[src/verilog/ufc_pkg.sv]
// shared constants and types for the uart fifo control block
package ufc_pkg;

	// layout of the fifo setup control byte, msb first
	typedef struct packed {
		logic [1:0] rx_trig;  // receive threshold select
		logic [1:0] tx_trig;  // transmit threshold select
		logic       dma_sel;  // dma signalling mode
		logic       tx_rst;   // flush transmit queue
		logic       rx_rst;   // flush receive queue
		logic       en;       // enable both queues
	} ufc_setup_s;

	localparam logic [7:0] SETUP_RESET = 8'h00;
	localparam int         ENH_BIT     = 4;  // enable bit in feature reg
	localparam int         LVL_W       = 7;

	// receive thresholds in characters for codes 3..0
	localparam logic [3:0][LVL_W-1:0] RX_LVL = {
		7'h3c, 7'h38, 7'h10, 7'h08};
	// transmit thresholds in free spaces for codes 3..0
	localparam logic [3:0][LVL_W-1:0] TX_LVL = {
		7'h38, 7'h20, 7'h10, 7'h08};
	localparam logic [1:0] TX_TRIG_DEF = 2'h0;

endpackage : ufc_pkg

[src/verilog/ufc_fifo_control.sv]
// fifo queue and fifo setup control logic for one uart channel
`timescale 1ns/1ps

// queue with flush, one-entry mode and optional overwrite of the unread head entry
module ufc_fifo #(
	parameter int W  = 8,
	parameter int D  = 64,
	parameter int AW = $clog2(D),
	parameter int CW = $clog2(D + 1)
) (
	input  wire logic          clk,
	input  wire logic          rst_n,
	input  wire logic          flush,
	input  wire logic          single,
	input  wire logic          overwrite,
	input  wire logic          in_valid,
	output logic               in_ready,
	input  wire logic [W-1:0]  in_data,
	output logic               out_valid,
	input  wire logic          out_ready,
	output logic [W-1:0]       out_data,
	output logic [CW-1:0]      count
);
	logic [W-1:0]  mem [D];
	logic [AW-1:0] wr_ptr;
	logic [AW-1:0] rd_ptr;
	logic          full;
	logic          push;
	logic          pop;
	logic          over;

	// one entry only while single, otherwise full depth
	assign full      = single ? (count != '0) : (count == CW'(D));
	assign in_ready  = !full || (single && overwrite);
	assign out_valid = (count != '0);
	assign out_data  = mem[rd_ptr];
	assign push      = in_valid && in_ready && !flush;
	assign pop       = out_valid && out_ready && !flush;
	assign over      = push && full && !pop;

	// storage, an overwrite replaces the unread head entry
	always_ff @(posedge clk) begin
		if (push) begin
			mem[over ? rd_ptr : wr_ptr] <= in_data;
		end
	end

	// pointers and count, flush empties the queue in one edge
	// a push in the flush cycle is dropped so the queue starts truly empty
	always_ff @(posedge clk or negedge rst_n) begin
		if (!rst_n) begin
			wr_ptr <= '0;
			rd_ptr <= '0;
			count  <= '0;
		end else if (flush) begin
			wr_ptr <= '0;
			rd_ptr <= '0;
			count  <= '0;
		end else begin
			if (push && !over) begin
				wr_ptr <= (wr_ptr == AW'(D - 1)) ? '0 : wr_ptr + 1'b1;
			end
			if (pop) begin
				rd_ptr <= (rd_ptr == AW'(D - 1)) ? '0 : rd_ptr + 1'b1;
			end
			count <= count + CW'(push && !over) - CW'(pop);
		end
	end

endmodule : ufc_fifo

// Functional notes
// receive threshold code 00..11 selects 8, 16, 56 or 60 characters
// transmit threshold code 00..11 selects 8, 16, 32 or 56 free spaces
// transmit threshold field changes and applies only with enhanced enable
// setup bit 3 selects dma mode 0 or dma mode 1
// setup bit 2 flushes the transmit queue, shifter untouched
// setup bit 1 flushes the receive queue, shifter untouched
// each flush bit clears itself once its flush has completed
// setup bit 0 enables or disables both queues together
// after reset queues are disabled and both flush bits are zero
// setup register is write only, host keeps its own copy
// enhanced enable is feature bit 4, gates enhanced fields
// with queues disabled receive keeps one entry, new overwrites old
// threshold indications rise when count or free space reach level
module ufc_fifo_control #(
	parameter int DEPTH = 64,
	parameter int CW    = $clog2(DEPTH + 1)
) (
	input  wire logic       ref_clk,
	input  wire logic       reset_n,
	input  wire logic       setup_wr,
	input  wire logic [7:0] setup_data,
	input  wire logic       feature_wr,
	input  wire logic [7:0] feature_data,
	input  wire logic       rx_char_valid,
	input  wire logic [7:0] rx_char,
	input  wire logic       rx_rd,
	output logic [7:0]      rx_rd_data,
	output logic            rx_rd_valid,
	output logic            rx_avail,
	input  wire logic       tx_wr,
	input  wire logic [7:0] tx_wdata,
	output logic            tx_room,
	input  wire logic       tx_pull,
	output logic [7:0]      tx_char,
	output logic            tx_char_valid,
	output logic            tx_pending,
	output logic            rx_level_hit,
	output logic            tx_level_hit,
	output logic            fifo_enabled,
	output logic            dma_mode,
	output logic            rx_flush_busy,
	output logic            tx_flush_busy
);
	ufc_pkg::ufc_setup_s setup_in;
	logic [1:0]          rx_trig;
	logic [1:0]          tx_trig;
	logic [1:0]          tx_trig_eff;
	logic                enh_en;
	logic                en_change;
	logic                rx_in_ready;
	logic                rx_out_valid;
	logic [7:0]          rx_out_data;
	logic [CW-1:0]       rx_cnt;
	logic                tx_in_ready;
	logic                tx_out_valid;
	logic [7:0]          tx_out_data;
	logic [CW-1:0]       tx_cnt;
	logic [CW-1:0]       tx_free;

	assign setup_in  = ufc_pkg::ufc_setup_s'(setup_data);
	assign en_change = setup_wr && (setup_in.en != fifo_enabled);
	// transmit threshold falls back to its default without enhanced enable
	assign tx_trig_eff = enh_en ? tx_trig : ufc_pkg::TX_TRIG_DEF;
	assign tx_free     = CW'(DEPTH) - tx_cnt;

	// enhanced enable, written through the feature register port
	always_ff @(posedge ref_clk or negedge reset_n) begin
		if (!reset_n) begin
			enh_en <= 1'b0;
		end else if (feature_wr) begin
			enh_en <= feature_data[ufc_pkg::ENH_BIT];
		end
	end

	// write-only setup fields, no read path exists
	always_ff @(posedge ref_clk or negedge reset_n) begin
		if (!reset_n) begin
			rx_trig      <= ufc_pkg::SETUP_RESET[7:6];
			tx_trig      <= ufc_pkg::TX_TRIG_DEF;
			dma_mode     <= ufc_pkg::SETUP_RESET[3];
			fifo_enabled <= ufc_pkg::SETUP_RESET[0];
		end else if (setup_wr) begin
			rx_trig      <= setup_in.rx_trig;
			dma_mode     <= setup_in.dma_sel;
			fifo_enabled <= setup_in.en;
			if (enh_en) begin
				tx_trig <= setup_in.tx_trig;
			end
		end
	end

	// flush bits: a new request sets, otherwise clear after one flush edge
	// an enable change also flushes so one-entry mode starts clean
	always_ff @(posedge ref_clk or negedge reset_n) begin
		if (!reset_n) begin
			rx_flush_busy <= 1'b0;
			tx_flush_busy <= 1'b0;
		end else begin
			rx_flush_busy <= (setup_wr && setup_in.rx_rst) || en_change;
			tx_flush_busy <= (setup_wr && setup_in.tx_rst) || en_change;
		end
	end

	// receive queue, unread head entry overwritten while disabled
	ufc_fifo #(.W(8), .D(DEPTH)) rx_q (
		.clk       (ref_clk),
		.rst_n     (reset_n),
		.flush     (rx_flush_busy),
		.single    (!fifo_enabled),
		.overwrite (1'b1),
		.in_valid  (rx_char_valid),
		.in_ready  (rx_in_ready),
		.in_data   (rx_char),
		.out_valid (rx_out_valid),
		.out_ready (rx_rd),
		.out_data  (rx_out_data),
		.count     (rx_cnt)
	);

	// transmit queue, one entry with back-pressure while disabled
	ufc_fifo #(.W(8), .D(DEPTH)) tx_q (
		.clk       (ref_clk),
		.rst_n     (reset_n),
		.flush     (tx_flush_busy),
		.single    (!fifo_enabled),
		.overwrite (1'b0),
		.in_valid  (tx_wr),
		.in_ready  (tx_in_ready),
		.in_data   (tx_wdata),
		.out_valid (tx_out_valid),
		.out_ready (tx_pull),
		.out_data  (tx_out_data),
		.count     (tx_cnt)
	);

	// registered read answer to the host
	always_ff @(posedge ref_clk or negedge reset_n) begin
		if (!reset_n) begin
			rx_rd_data  <= 8'h00;
			rx_rd_valid <= 1'b0;
		end else begin
			rx_rd_valid <= rx_rd && rx_out_valid && !rx_flush_busy;
			if (rx_rd && rx_out_valid) begin
				rx_rd_data <= rx_out_data;
			end
		end
	end

	// registered character hand-off to the transmit shifter
	always_ff @(posedge ref_clk or negedge reset_n) begin
		if (!reset_n) begin
			tx_char       <= 8'h00;
			tx_char_valid <= 1'b0;
		end else begin
			tx_char_valid <= tx_pull && tx_out_valid && !tx_flush_busy;
			if (tx_pull && tx_out_valid) begin
				tx_char <= tx_out_data;
			end
		end
	end

	// queue status and threshold indications, one cycle behind the count
	always_ff @(posedge ref_clk or negedge reset_n) begin
		if (!reset_n) begin
			rx_avail     <= 1'b0;
			tx_room      <= 1'b0;
			tx_pending   <= 1'b0;
			rx_level_hit <= 1'b0;
			tx_level_hit <= 1'b0;
		end else begin
			rx_avail     <= rx_out_valid;
			tx_room      <= tx_in_ready;
			tx_pending   <= tx_out_valid;
			rx_level_hit <= fifo_enabled &&
				(rx_cnt >= CW'(ufc_pkg::RX_LVL[rx_trig]));
			tx_level_hit <= fifo_enabled &&
				(tx_free >= CW'(ufc_pkg::TX_LVL[tx_trig_eff]));
		end
	end

	// checks on the control behaviour
	rx_level_a : assert property (@(posedge ref_clk) disable iff (!reset_n)
		rx_level_hit |-> $past(rx_cnt) >= CW'(ufc_pkg::RX_LVL[$past(rx_trig)]))
		else $error("receive threshold raised below level");
	tx_level_a : assert property (@(posedge ref_clk) disable iff (!reset_n)
		(fifo_enabled && tx_free >= CW'(ufc_pkg::TX_LVL[tx_trig_eff]))
		|=> tx_level_hit)
		else $error("transmit threshold missed at level");
	tx_lock_a : assert property (@(posedge ref_clk) disable iff (!reset_n)
		(setup_wr && !enh_en) |=> $stable(tx_trig))
		else $error("transmit threshold changed without enhanced enable");
	dma_sel_a : assert property (@(posedge ref_clk) disable iff (!reset_n)
		setup_wr ##1 !setup_wr [*2] |-> dma_mode == $past(setup_data[3], 2))
		else $error("dma mode does not follow setup write");
	tx_flush_a : assert property (@(posedge ref_clk) disable iff (!reset_n)
		(setup_wr && setup_in.tx_rst) |-> ##2 tx_cnt == '0)
		else $error("transmit queue not emptied by flush");
	rx_flush_a : assert property (@(posedge ref_clk) disable iff (!reset_n)
		(setup_wr && setup_in.rx_rst) |-> ##2 rx_cnt == '0)
		else $error("receive queue not emptied by flush");
	flush_clr_a : assert property (@(posedge ref_clk) disable iff (!reset_n)
		(tx_flush_busy && !setup_wr) |=> !tx_flush_busy)
		else $error("transmit flush bit stuck after flush");
	// the receive flush bit must rise on request and fall after one edge
	rx_clr_a : assert property (@(posedge ref_clk) disable iff (!reset_n)
		(rx_flush_busy && !setup_wr) |=> !rx_flush_busy)
		else $error("receive flush bit stuck after flush");
	rx_set_a : assert property (@(posedge ref_clk) disable iff (!reset_n)
		(setup_wr && setup_in.rx_rst) |=> rx_flush_busy)
		else $error("receive flush bit not raised by write");
	fifo_en_a : assert property (@(posedge ref_clk) disable iff (!reset_n)
		setup_wr |=> fifo_enabled == $past(setup_in.en))
		else $error("enable does not follow setup write");
	one_entry_a : assert property (@(posedge ref_clk) disable iff (!reset_n)
		(!fifo_enabled && !$past(en_change)) |-> rx_cnt <= CW'(1))
		else $error("receive holds more than one entry while disabled");
	enh_bit_a : assert property (@(posedge ref_clk) disable iff (!reset_n)
		feature_wr |=> enh_en == $past(feature_data[ufc_pkg::ENH_BIT]))
		else $error("enhanced enable does not follow feature write");

	rx_hit_c : cover property (@(posedge ref_clk) disable iff (!reset_n)
		$rose(rx_level_hit));
	tx_hit_c : cover property (@(posedge ref_clk) disable iff (!reset_n)
		$rose(tx_level_hit));
	flush_c : cover property (@(posedge ref_clk) disable iff (!reset_n)
		rx_flush_busy && rx_cnt != '0);
	overwrite_c : cover property (@(posedge ref_clk) disable iff (!reset_n)
		!fifo_enabled && rx_char_valid && rx_cnt == CW'(1));
	dma1_c : cover property (@(posedge ref_clk) disable iff (!reset_n)
		dma_mode && fifo_enabled);

endmodule : ufc_fifo_control

[config.mk]
export PLATFORM = sky130hd
export DESIGN_NAME = ufc_fifo_control
export DESIGN_NICKNAME = d
export VERILOG_FILES = /design/src/verilog/ufc_pkg.sv /design/src/verilog/ufc_fifo_control.sv
export SDC_FILE = /design/constraint.sdc
export NUM_CORES = 1
export LEC_CHECK = 0
export BUFFER_PORTS_ARGS = -buffer_cell sky130_fd_sc_hd__buf_2
export CELL_PAD_IN_SITES_DETAIL_PLACEMENT = 0
export CELL_PAD_IN_SITES_GLOBAL_PLACEMENT = 1
export CORE_ASPECT_RATIO = 0.8
export CORE_UTILIZATION = 55
export DETAILED_ROUTE_END_ITERATION = 10
export PLACE_DENSITY_LB_ADDON = 0.1
export SYNTH_ARGS = -nofsm -noshare
export SYNTH_HDL_FRONTEND = slang
export SYNTH_SLANG_ARGS = --single-unit
[constraint.sdc]
create_clock -name ref_clk -period 8.6 [get_ports ref_clk]
set_input_delay 0.86 -clock ref_clk [delete_from_list [all_inputs] [get_ports ref_clk]]
set_output_delay 0.86 -clock ref_clk [all_outputs]
set_load 0.01 [all_outputs]
Yosys cells after proc, flatten, opt, wreduce, memory -nomap -nowiden --
Memory sizes are Yosys's and may differ from the RTL's. A register that Yosys moved wholly into a read port is not among the register bits. Index checks and enable logic that the tools add are counted.
Storage, ports and cells: register bits 54, bits in writable memories 1024, input bits 40, output and inout port bits 27, logic and storage cells 109, memories kept 2
Cells by class: add/sub/neg operators 9, $lt $le $gt $ge 4, equality and inequality tests 7, mux-type cells 27, reduce and logical (&&, ||, !) cells 40
Memories:
- rx_q.mem | words 64, bits a word 8, rd ports 1, clocked after Yosys merged registers in 1, write ports 1, line ufc_fifo_control.sv:24 | logic [W-1:0] mem [D];
- tx_q.mem | words 64, bits a word 8, rd ports 1, clocked after Yosys merged registers in 1, write ports 1, line ufc_fifo_control.sv:24
Operators by type and width (count):
- 6-bit two-way mux | 14
- 7-bit binary-select mux with 2-bit select | 2
- 7-bit two-way mux | 4
- 6-bit by 1-bit adder with 6-bit output, second input constant | 4
- 6-bit == test, second input constant | 4
- 1-bit logical AND | 19
- 7-bit by 1-bit adder with 7-bit output | 2
- 7-bit == test, second input constant | 2
- 7-bit >= comparator | 2
- 7-bit nonzero test | 2
- 7-bit by 1-bit subtractor with 7-bit output | 2
- 1-bit zero test | 11
- 2-bit nonzero test | 4
- 7-bit subtractor, first input constant | 1
- 2-bit by 3-bit less-than comparator with 1-bit output, second input constant | 2
- 1-bit two-way mux | 6
- 1-bit logical OR | 3
- 2-bit two-way mux | 1
- 2-bit AND reduction | 1
- 1-bit != test | 1

Depth between registers and ports, before layout --
Gate-level depths: netlist of the first run.
word-level depth 13, gate-level depth with buffers 18, depth with buffers taken out 17

By module --
Synthesis of the first run repeated with hierarchy kept, for this count alone.
Second synthesis, totals: cells, all modules 2393, area total of the unflattened synthesis 44265.0 sq um
Modules (own cells, without submodules):
- ufc_fifo | times used 2, cells an instance 1144, area each 21440.6 sq um, sequential area each 15850.2 sq um
- ufc_fifo_control | times used 1, cells an instance 105, area each 1383.8 sq um, sequential area each 800.8 sq um

Least setup slack after synthesis of the first run --
Ideal clock, no wire load.
path kind input-to-reg, start point input rx_char_valid, end point memory rx_q.mem[51][0] (enable), setup time 385 ps, arrival time 3057 ps, required time 8215 ps, path slack 5158 ps, stages 6, path buffers 1, cells stage by stage nand2b_1 > clkbuf_1 > a2111oi_4 > mux2_2 > or2_2 > nor3b_1
On the way: word-level cells in the longest chain between the ends 5, elaborated cells between the ends (all ways) 7, classes of those cells mux: 3; reduce/logical: 4
Ends and longest elaborated chain:
- start, declared | line ufc_fifo_control.sv:96 | input wire logic rx_char_valid,
- 1-bit logical AND * (2 in a row) | line ufc_fifo_control.sv:37 | assign push = in_valid && in_ready && !flush;
- 1-bit logical AND (2 in a row) | line ufc_fifo_control.sv:39 | assign over = push && full && !pop;
- 6-bit two-way mux | line ufc_fifo_control.sv:44 | mem[over ? rd_ptr : wr_ptr] <= in_data;
- end, declared | line ufc_fifo_control.sv:24
Every way passes the cells marked *; elsewhere a longest branch is shown, timed or not.

Final worst setup path of the first run --
start point register tx_q.count[3], end point memory tx_q.mem[14][0] (enable)
On the way: word-level cells in the longest chain between the ends 8, elaborated cells between the ends (all ways) 14, classes of those cells eq/ne: 1; mux: 4; reduce/logical: 9
Ends and longest elaborated chain:
- start, declared | line ufc_fifo_control.sv:22 | output logic [CW-1:0] count
- start signal, assigned | line ufc_fifo_control.sv:66 | count <= count + CW'(push && !over) - CW'(pop);
- 7-bit == test / 7-bit nonzero test (equally long branches) | line ufc_fifo_control.sv:33 | assign full = single ? (count != '0) : (count == CW'(D));
- 1-bit two-way mux * | line ufc_fifo_control.sv:33
- 1-bit zero test * | line ufc_fifo_control.sv:34 | assign in_ready = !full || (single && overwrite);
- via tx_in_ready | line ufc_fifo_control.sv:126 | logic tx_in_ready;
- 1-bit logical AND * (2 in a row) | line ufc_fifo_control.sv:37
- 1-bit logical AND (2 in a row) | line ufc_fifo_control.sv:39
- 6-bit two-way mux | line ufc_fifo_control.sv:44
- end, declared | line ufc_fifo_control.sv:24
The timed path passes the listed nets; every way through them passes the cells marked *.

==> results of run 1 <==
## metal layers
layer / vias to the layer above / wire length, µm
met1: 11665 / 45900
met2: 856 / 42200
met3: 131 / 7780
met5: - / 0
met4: 0 / 1750
li1: 9578 / -
## sequential cells by signal (all words and copies together) (netlist names), 2 cells and up
register	cells
rx_rd_data	8
tx_q.count	7
tx_char	8
tx_q.mem	512
rx_q.wr_ptr	6
rx_q.count	7
rx_q.rd_ptr	6
tx_q.wr_ptr	6
tx_q.rd_ptr	6
rx_trig	2
tx_trig	2
rx_q.mem	512
## where the power goes
part / internal [mW] / switching (mW) / total (mW) / leakage, nW
combinational: 1.05 / 1.23 / 2.28 / 3.48
clock: 2.52 / 1.93 / 4.46 / 1.62
sequential: 5.94 / 0.225 / 6.17 / 10.1
## cell usage in the layout (no fill, tap or decap), types with 11 or more instances in the layout
cell / n
a2111oi_0: 11
a211oi_1: 28
a21oi_1: 35
a22oi_1: 40
a311oi_1: 14
a31oi_1: 12
and2_1: 11
buf_2: 58
buf_4: 42
clkbuf_1: 25
clkbuf_16: 104
clkinv_1: 13
clkinv_2: 19
dfrtp_1: 64
edfxtp_1: 1024
ha_1: 31
inv_1: 31
mux2_2: 27
mux2i_1: 60
mux4_2: 233
nand2_1: 105
nand3_1: 35
nand4_1: 17
nor2_1: 206
nor2b_1: 33
nor3_1: 26
nor4_1: 11
o21ai_0: 16
o22ai_1: 28
xnor2_1: 15
## area by class of cell
| type | instances | area [µm²] | area share, % |
|---|---|---|---|
| Multi-Input combinational cell | 1083 | 10600 | 21.8 |
| Clock buffer | 139 | 2830 | 5.85 |
| Sequential cell | 1094 | 32500 | 67.1 |
| Timing Repair Buffer | 101 | 626 | 1.29 |
| Clock inverter | 50 | 479 | 0.989 |
| Tap cell | 1034 | 1290 | 2.67 |
| Inverter | 31 | 116 | 0.240 |
## stage by stage
stage	worst slack [ps]	hold slack (ps)	utilization, %	total power [mW]
6_report	4370	332	61.5	12.9
4_1_cts	4510	364	61.5	13.0
3_3_place_gp	4430	486	57.3	8.54
3_5_place_dp	4410	490	57.3	8.57
5_1_grt	4180	397	61.5	13.4
2_1_floorplan	5160	511	-	7.85
## worst max-delay path: stages, from the launching register on
cell      delay [ps]
dfrtp_1          380
inv_1            140
ha_1             190
and4bb_2         280
mux2i_1          470
nand2_1          230
nor2_1           320
nand4b_1         830
nor2_1          1010
## how the worst max path moves through the flow
stage                        startpoint               to  slack, ps
final                     tx_q.count[3]  tx_q.mem[14][0]       4370
after global routing      tx_q.count[3]  tx_q.mem[22][7]       4180
after CTS                 tx_q.count[3]  tx_q.mem[14][3]       4510
after detailed placement  rx_char_valid  rx_q.mem[43][7]       4410
after global placement    rx_char_valid  rx_q.mem[39][4]       4430
after floorplan           rx_char_valid  rx_q.mem[51][0]       5160
## cells by family (layout without fill, tap and decap cells)
| kind of cell | after synthesis | count (layout) | synth area share [%] |
|---|---|---|---|
| flip-flops | 1094 | 1094 | 74.3 |
| AND/OR/NAND/NOR | 482 | 482 | 5.01 |
| multiplexers | 320 | 320 | 14.1 |
| AO/OA/AOI/OAI | 223 | 223 | 3.61 |
| buffers and inverters | 159 | 321 | 1.58 |
| adder cells (fa/ha/maj) | 33 | 33 | 0.978 |
| XOR/XNOR | 25 | 25 | 0.500 |
==> out/results.txt, run 1 <==
The tools report the total via count in the routed design as 22.2k. By instance count, the leading cell after synthesis is edfxtp_1. Count of pins over their slew limit: 0. The critical path is of the register to register type. The smallest clock period supported by the final layout is computed as 4230 ps. After filler insertion, the fill cell instance count of the layout stands at 5,611.

Data on the critical path is required at its endpoint by 8890 ps. After clock tree synthesis, the clock-pin slew on the worst setup and hold paths is 60 ps. The met3 track utilization from global routing is 4.60%, and the final hold violation count is 0. The run finished with clean final reports.

The run gives 0 as the total setup buffers inserted after CTS. The worst setup path is captured at a register. The share of layout cells above drive strength 1 was 21.1%.

A synthesized cell averages 18.7 µm². The tools report the number of CTS-inserted buffers as 103. The tools report the total inserted antenna cells as 0. The final net count is 2,487. For the remaining number of nets flagged by the antenna check after routing, the log shows 0. The cell sitting at the root of the clock tree is a clkbuf_16.

The first global-routing pass estimated 145 mm of wire. The first routing iteration left 2,682 violations. After synthesis the cells add up to 0.0438 mm².

After global routing, the most crowded layer is met1. The row count came out at 92. The setup check on the worst reg-to-reg path leaves a slack of 4370 ps.

For this design the top-level I/O count stands at 67. Most instantiated flip-flop cell in the synthesis netlist: edfxtp_1. Summing all non-filler instances in the final layout gives an area of 0.0484 mm². The cell count after synthesis came out at 2,336. For this run the aggregate overflow at the end of global routing stands at 0. The total length of routed wires is 97.6 mm, and the die outline height is 254 µm. The pre-antenna-repair detailed-routing pass consisted of 7 iterations. From synthesis to final layout, the design area changed by 10.7%. The largest fanout of any net on the critical path works out to 8. After detailed placement, the design holds a cell count of 3,343. The kind of start point of the critical path was a register. Ranked by instance count, the synthesized netlist is headed by edfxtp_1 (1,024), mux4_2 (233), nor2_1 (206). In this run the tool buffered the top-level ports with 59 buffer cells. The number of antenna violations at the first check in global routing was 3.

For the sequential fraction of the synthesis area, the log shows 74.3%. For this design the ratio of total power to cell area is 266 mW/mm². Setup repair after global routing left no endpoint under its margin. The run gives 0 as the quantity of gates resized following cts.

The core region is 0.0787 mm². Summing all placed instances gives a cell area of 0.0451 mm². The run gives 1,094 as the number of sinks handled by clock tree synthesis. The number of global-route vias before repair is 22.0k, and the number of synthesized register bits is 1,094. The worst register-to-register path ends at tx_q.mem[14][0]. The number of H-tree branching levels is 3, and the share of the synthesized area in the top cell type is 70.3%. For the relative slew slack, the log shows 15.8%. The post-synthesis async set-or-reset flop share was 6.40%; the post-layout instance count excluding filler cells was 3,532.

The number of synthesized flops with an enable pin was 1,024. The floorplan step defined a die boundary enclosing 0.0807 mm². The detailed-route vias per instance was 6.29. Entering global routing, the biggest net connects 79 pins. The tools report the global-route met1 utilization as 41.0%. Setup total negative slack on the finished layout was measured at 0 ps. Max-cap violations in this run came to 0. The worst-case IR drop observed on VDD is 0.158 mV. Largest area contributor in the netlist: edfxtp_1.

The pin slew with the least headroom to its limit is 1260 ps. After detailed routing, the average wire length per cell comes to 27.6 µm. The run gives 0 as the final-report setup violation count. The logs give 0 for the total number of yosys warnings and 2,409 for the post-synth net total. In this run the horizontal extent of the chip is 317 µm.

In this run the critical register-to-register path is launched from tx_q.count[3]. After detailed routing, the number of remaining DRC violations is 0. Data arrives at the worst endpoint at 4530 ps. Yosys mapped the design onto 57 distinct sky130hd cell types. The maximum clock frequency was 0.236 GHz. No sink is reached through more buffers than the 3 on the longest clock path. TritonCTS built the clock tree.

The worst register-to-register path has a depth of 8. The tools report the count of hold-fix buffers inserted at cts as 0. The global-route track usage on met2 was 34.3%; the weighted congestion at the end of routability-driven global placement was 0.849. The final worst clock skew was 30.9 ps; the static leakage power was 15.2 nW.

The share of the clock period used by the worst path is 49.2%, and the initial cell density of the core is 55.6%. By area the synthesized netlist is led by edfxtp_1 (70%), mux4_2 (12%), dfrtp_1 (4.0%). Clock network latency to the later pin of the worst-skew pair: 690 ps. The path class of the tightest hold or removal check is input pin to async pin. Across every metal layer, demand over resource in global routing totals 24.8%. The tools report the HPWL after detailed placement as 58.8 mm.
Power figures use the tool's default switching activity.
==> run 2: changes to the inputs <==
--- a/config.mk
+++ b/config.mk
@@ -9,7 +9,7 @@
 export CELL_PAD_IN_SITES_DETAIL_PLACEMENT = 0
 export CELL_PAD_IN_SITES_GLOBAL_PLACEMENT = 1
 export CORE_ASPECT_RATIO = 0.8
-export CORE_UTILIZATION = 55
+export CORE_UTILIZATION = 50
 export DETAILED_ROUTE_END_ITERATION = 10
 export PLACE_DENSITY_LB_ADDON = 0.1
 export SYNTH_ARGS = -nofsm -noshare
==> constraint.sdc (replaced) <==
create_clock -name ref_clk -period 3.8 [get_ports ref_clk]
set_input_delay 0.38 -clock ref_clk [delete_from_list [all_inputs] [get_ports ref_clk]]
set_output_delay 0.38 -clock ref_clk [all_outputs]
set_load 0.01 [all_outputs]
==> out/results.txt, run 2 (synthesized netlist as in run 1, its figures left out) <==
The slowest cell on the critical path is a22oi_1 (was nor2_1). The path with the worst hold slack has its endpoint at tx_char_valid. The remaining number of nets flagged by the antenna check after routing was 0 (unchanged); the largest incremental delay on the critical path was 510 ps (was 1010 ps). Largest registers in the final layout: rx_q.mem (512), tx_q.mem (512) (unchanged).

The total power per unit cell area works out to 604 mW/mm² (was 266 mW/mm²). For the number of global-route vias before repair, the log shows 22.6k (was 22.0k). Most used cells in the layout excluding fill and tap cells: edfxtp_1 (1,024), mux4_2 (233), nor2_1 (206) (unchanged). Register-to-register setup slack: 430 ps (was 4370 ps). The tools report the capturing element type of the critical path as a register (unchanged). Number of buffer cells added on primary ports: 59 (unchanged).

The setup slack after placement came out at 462 ps (was 4410 ps). Horizontal extent of the die: 333 µm (was 317 µm). The maximum number of pins on one net before global-route repair is 55 (was 79), and the final worst clock skew is 16.7 ps (was 30.9 ps).

Number of buffers and inverters on the critical path: 1 (unchanged). Setup repair after global routing left no endpoint under its margin. The run gives 2,245 (was 2,682) as the count of routing violations after the opening detailed-route iteration. The run gives 0.297 GHz (was 0.236 GHz) as the maximum clock frequency. Cells along the critical path: inv_1 -> ha_1 -> nand4bb_1 -> a22oi_1 -> a21oi_1 -> ha_1 -> fa_1 -> a21oi_1 -> o21bai_1 -> a21oi_1 -> nor2_1 -> or3_1 -> a21oi_1 (was inv_1 -> ha_1 -> and4bb_2 -> mux2i_1 -> nand2_1 -> nor2_1 -> nand4b_1 -> nor2_1). Most common cell after layout, fill and taps aside: edfxtp_1 (unchanged). The tools report the total die area as 0.0887 mm² (was 0.0807 mm²). The tools report the final net count as 2,657 (was 2,487).

The clock-pin slew on the worst setup and hold paths came out at 60 ps (about the same). The timing startpoint of the critical path was rx_q.count[2] (was tx_q.count[3]). The detailed-route vias per instance is 6.03 (was 6.29).

The tools report the global router's overall resource usage as 23.5% (was 24.8%). The row count came out at 96 (was 92). The type of the most critical hold path was input pin to register (was input pin to async pin). The worst reg2reg path endpoint was rx_q.count[6] (was tx_q.mem[14][0]). Kind of start point of the critical path: a register (unchanged). The length in cells of the worst reg-to-reg path was 13 (was 8).

The HPWL after detailed placement was 66.6 mm (was 58.8 mm); the share of layout cells above drive strength 1 was 26.0% (was 21.1%). For the static leakage power, the log shows 16.2 nW (was 15.2 nW). The initial cell density of the core was 50.7% (was 55.6%); the minimum clock period after layout was 3370 ps (was 4230 ps).

The flow ran to the end, and the final reports show no timing, DRC or antenna violations. The relative slew slack came out at 15.5% (was 15.8%). The final hold violation count is 0 (unchanged). The run gives 0 (unchanged) as the count of pins over their slew limit. Top-level I/O count: 67 (unchanged). The tools report the number of antenna violations at the first check in global routing as 2 (was 3). The global-route wire length before repair was 152 mm (was 145 mm).

The run gives 0 (unchanged) as the quantity of gates resized following cts. The logs give 49.5 mm (was 45.9 mm) for the total routed wire length on the met1 layer and 1,094 (unchanged) for the number of sinks handled by clock tree synthesis. Counting instances, the worst hold path has a depth of 3.

First-pass iteration count of the detailed router: 6 (was 7). The worst ir drop on vdd was 0.334 mV (was 0.158 mV); the routed length per placed instance was 27.2 µm (was 27.6 µm). Weighted congestion at the end of routability-driven global placement: 0.851 (was 0.849). The growth of design area from synthesis to finish works out to 14.9% (was 10.7%).

TritonCTS built the clock tree. The run gives 0 (unchanged) as the count of max-cap constraint violations. The start point of the worst min-delay path is tx_pull. The tools report the total length of routed wires as 103 mm (was 97.6 mm). The total grt overflow was 0 (unchanged); the die outline height was 267 µm (was 254 µm).

The tools report the source of the worst register-to-register timing path as rx_q.count[2] (was tx_q.count[3]). The cell at the root of the clock tree was clkbuf_16 (unchanged). The uppermost layer routed is met4 (unchanged). The family of cells with the greatest summed delay on the critical path is compound AO/OA/AOI/OAI gates (was simple AND/OR/NAND/NOR gates). The share of the clock period used by the worst path is 88.6% (was 49.2%), and the count of hold-fix buffers inserted at cts is 13 (was 0).

The pin slew with the least headroom to its limit came out at 1270 ps (was 1260 ps). For the met2 wirelength from detailed routing, the log shows 44.1 mm (was 42.2 mm). Number of H-tree branching levels: 3 (unchanged). The final worst-path setup slack was 431 ps (was 4370 ps). The clock network latency to the later pin of the worst-skew pair came out at 670 ps (was 690 ps). The largest fanout of any net on the critical path is 6 (was 8), and the final-report setup violation count is 0 (unchanged).

The number of CTS-inserted buffers is 105 (was 103). The endpoint arrival time on the critical path was 3960 ps (was 4530 ps). The total via count in the routed design is 22.9k (was 22.2k), and the area inside the core boundary is 0.0862 mm² (was 0.0787 mm²). The total setup buffers inserted after CTS is 0 (unchanged), and the final-layout setup total negative slack is 0 ps (unchanged). Total inserted antenna cells: 0 (unchanged). The category of the critical setup timing path is register to register (unchanged). The cell repeated most along the worst path is a21oi_1 (was nor2_1). For the DRC violation count after routing, the log shows 0 (unchanged). The tools report the maximum clock path buffer count as 3 (unchanged). The met3 layer wire length in the routed design was 7.95 mm (was 7.78 mm); the critical path data required time was 4390 ps (was 8890 ps).
## run 2: cell types whose count changed in the layout (fill, tap and decap cells not counted), sizes merged
cell and delta:
buf +155, clkbuf -22, clkinv +15, dlygate4sd3 +13, bufinv +11, clkinvlp +4
## run 2: layer usage
layer	vias up	track usage [%]
met5	-	0
met4	0	4.75
met2	848	32.6
li1	9922	-
met1	12035	38.7
met3	124	4.40
## run 2: area by class of cell
| type | instances | area [µm²] |
|---|---|---|
| fillers | 6451 | 36000 |
| flip-flops and latches | 1094 | 32500 |
| multi-input cells | 1083 | 10600 |
| clock buffers | 117 | 2760 |
| repair buffers | 269 | 2030 |
| well taps | 1127 | 1410 |
| clock inverters | 80 | 861 |
| inverters | 31 | 116 |
## run 2: worst reg2reg max path: stages, from the launching register on
cell       delay (ps)
dfrtp_1           380
inv_1             120
ha_1              190
nand4bb_1         220
a22oi_1           510
a21oi_1           190
ha_1              290
fa_1              450
a21oi_1           150
o21bai_1          100
a21oi_1           170
nor2_1             60
or3_1             340
a21oi_1           140
## run 2: worst max-delay path by stage
stage,end,slack [ps],depth (start not counted)
global placement,rx_q.count[6],480,13
detailed placement,rx_q.count[6],460,13
CTS,rx_q.count[6],420,13
finish,rx_q.count[6],430,13
floorplan,rx_q.count[6],490,16
global route,rx_q.count[6],170,13
## run 2: power breakdown
part / leakage, nW / switching [mW] / total, mW / internal (mW)
Sequential: 10.1 / 0.437 / 13.9 / 13.4
Combinational: 4.38 / 3.00 / 5.57 / 2.57
Clock: 1.77 / 4.48 / 10.9 / 6.44
Total: 16.2 / 7.92 / 30.4 / 22.5
## run 2: metrics by stage
stage	total power [mW]	area, µm²	utilization [%]	instances	hold slack [ps]
final	30.4	50300	58.3	3801	46.4
after global routing	31.5	50300	58.3	3801	28.5
after CTS	30.6	50300	58.3	3801	8.13
after detailed placement	19.7	46500	53.9	3591	493
after global placement	19.7	46500	53.9	3591	488
after floorplan	17.8	43800	-	2336	84.4
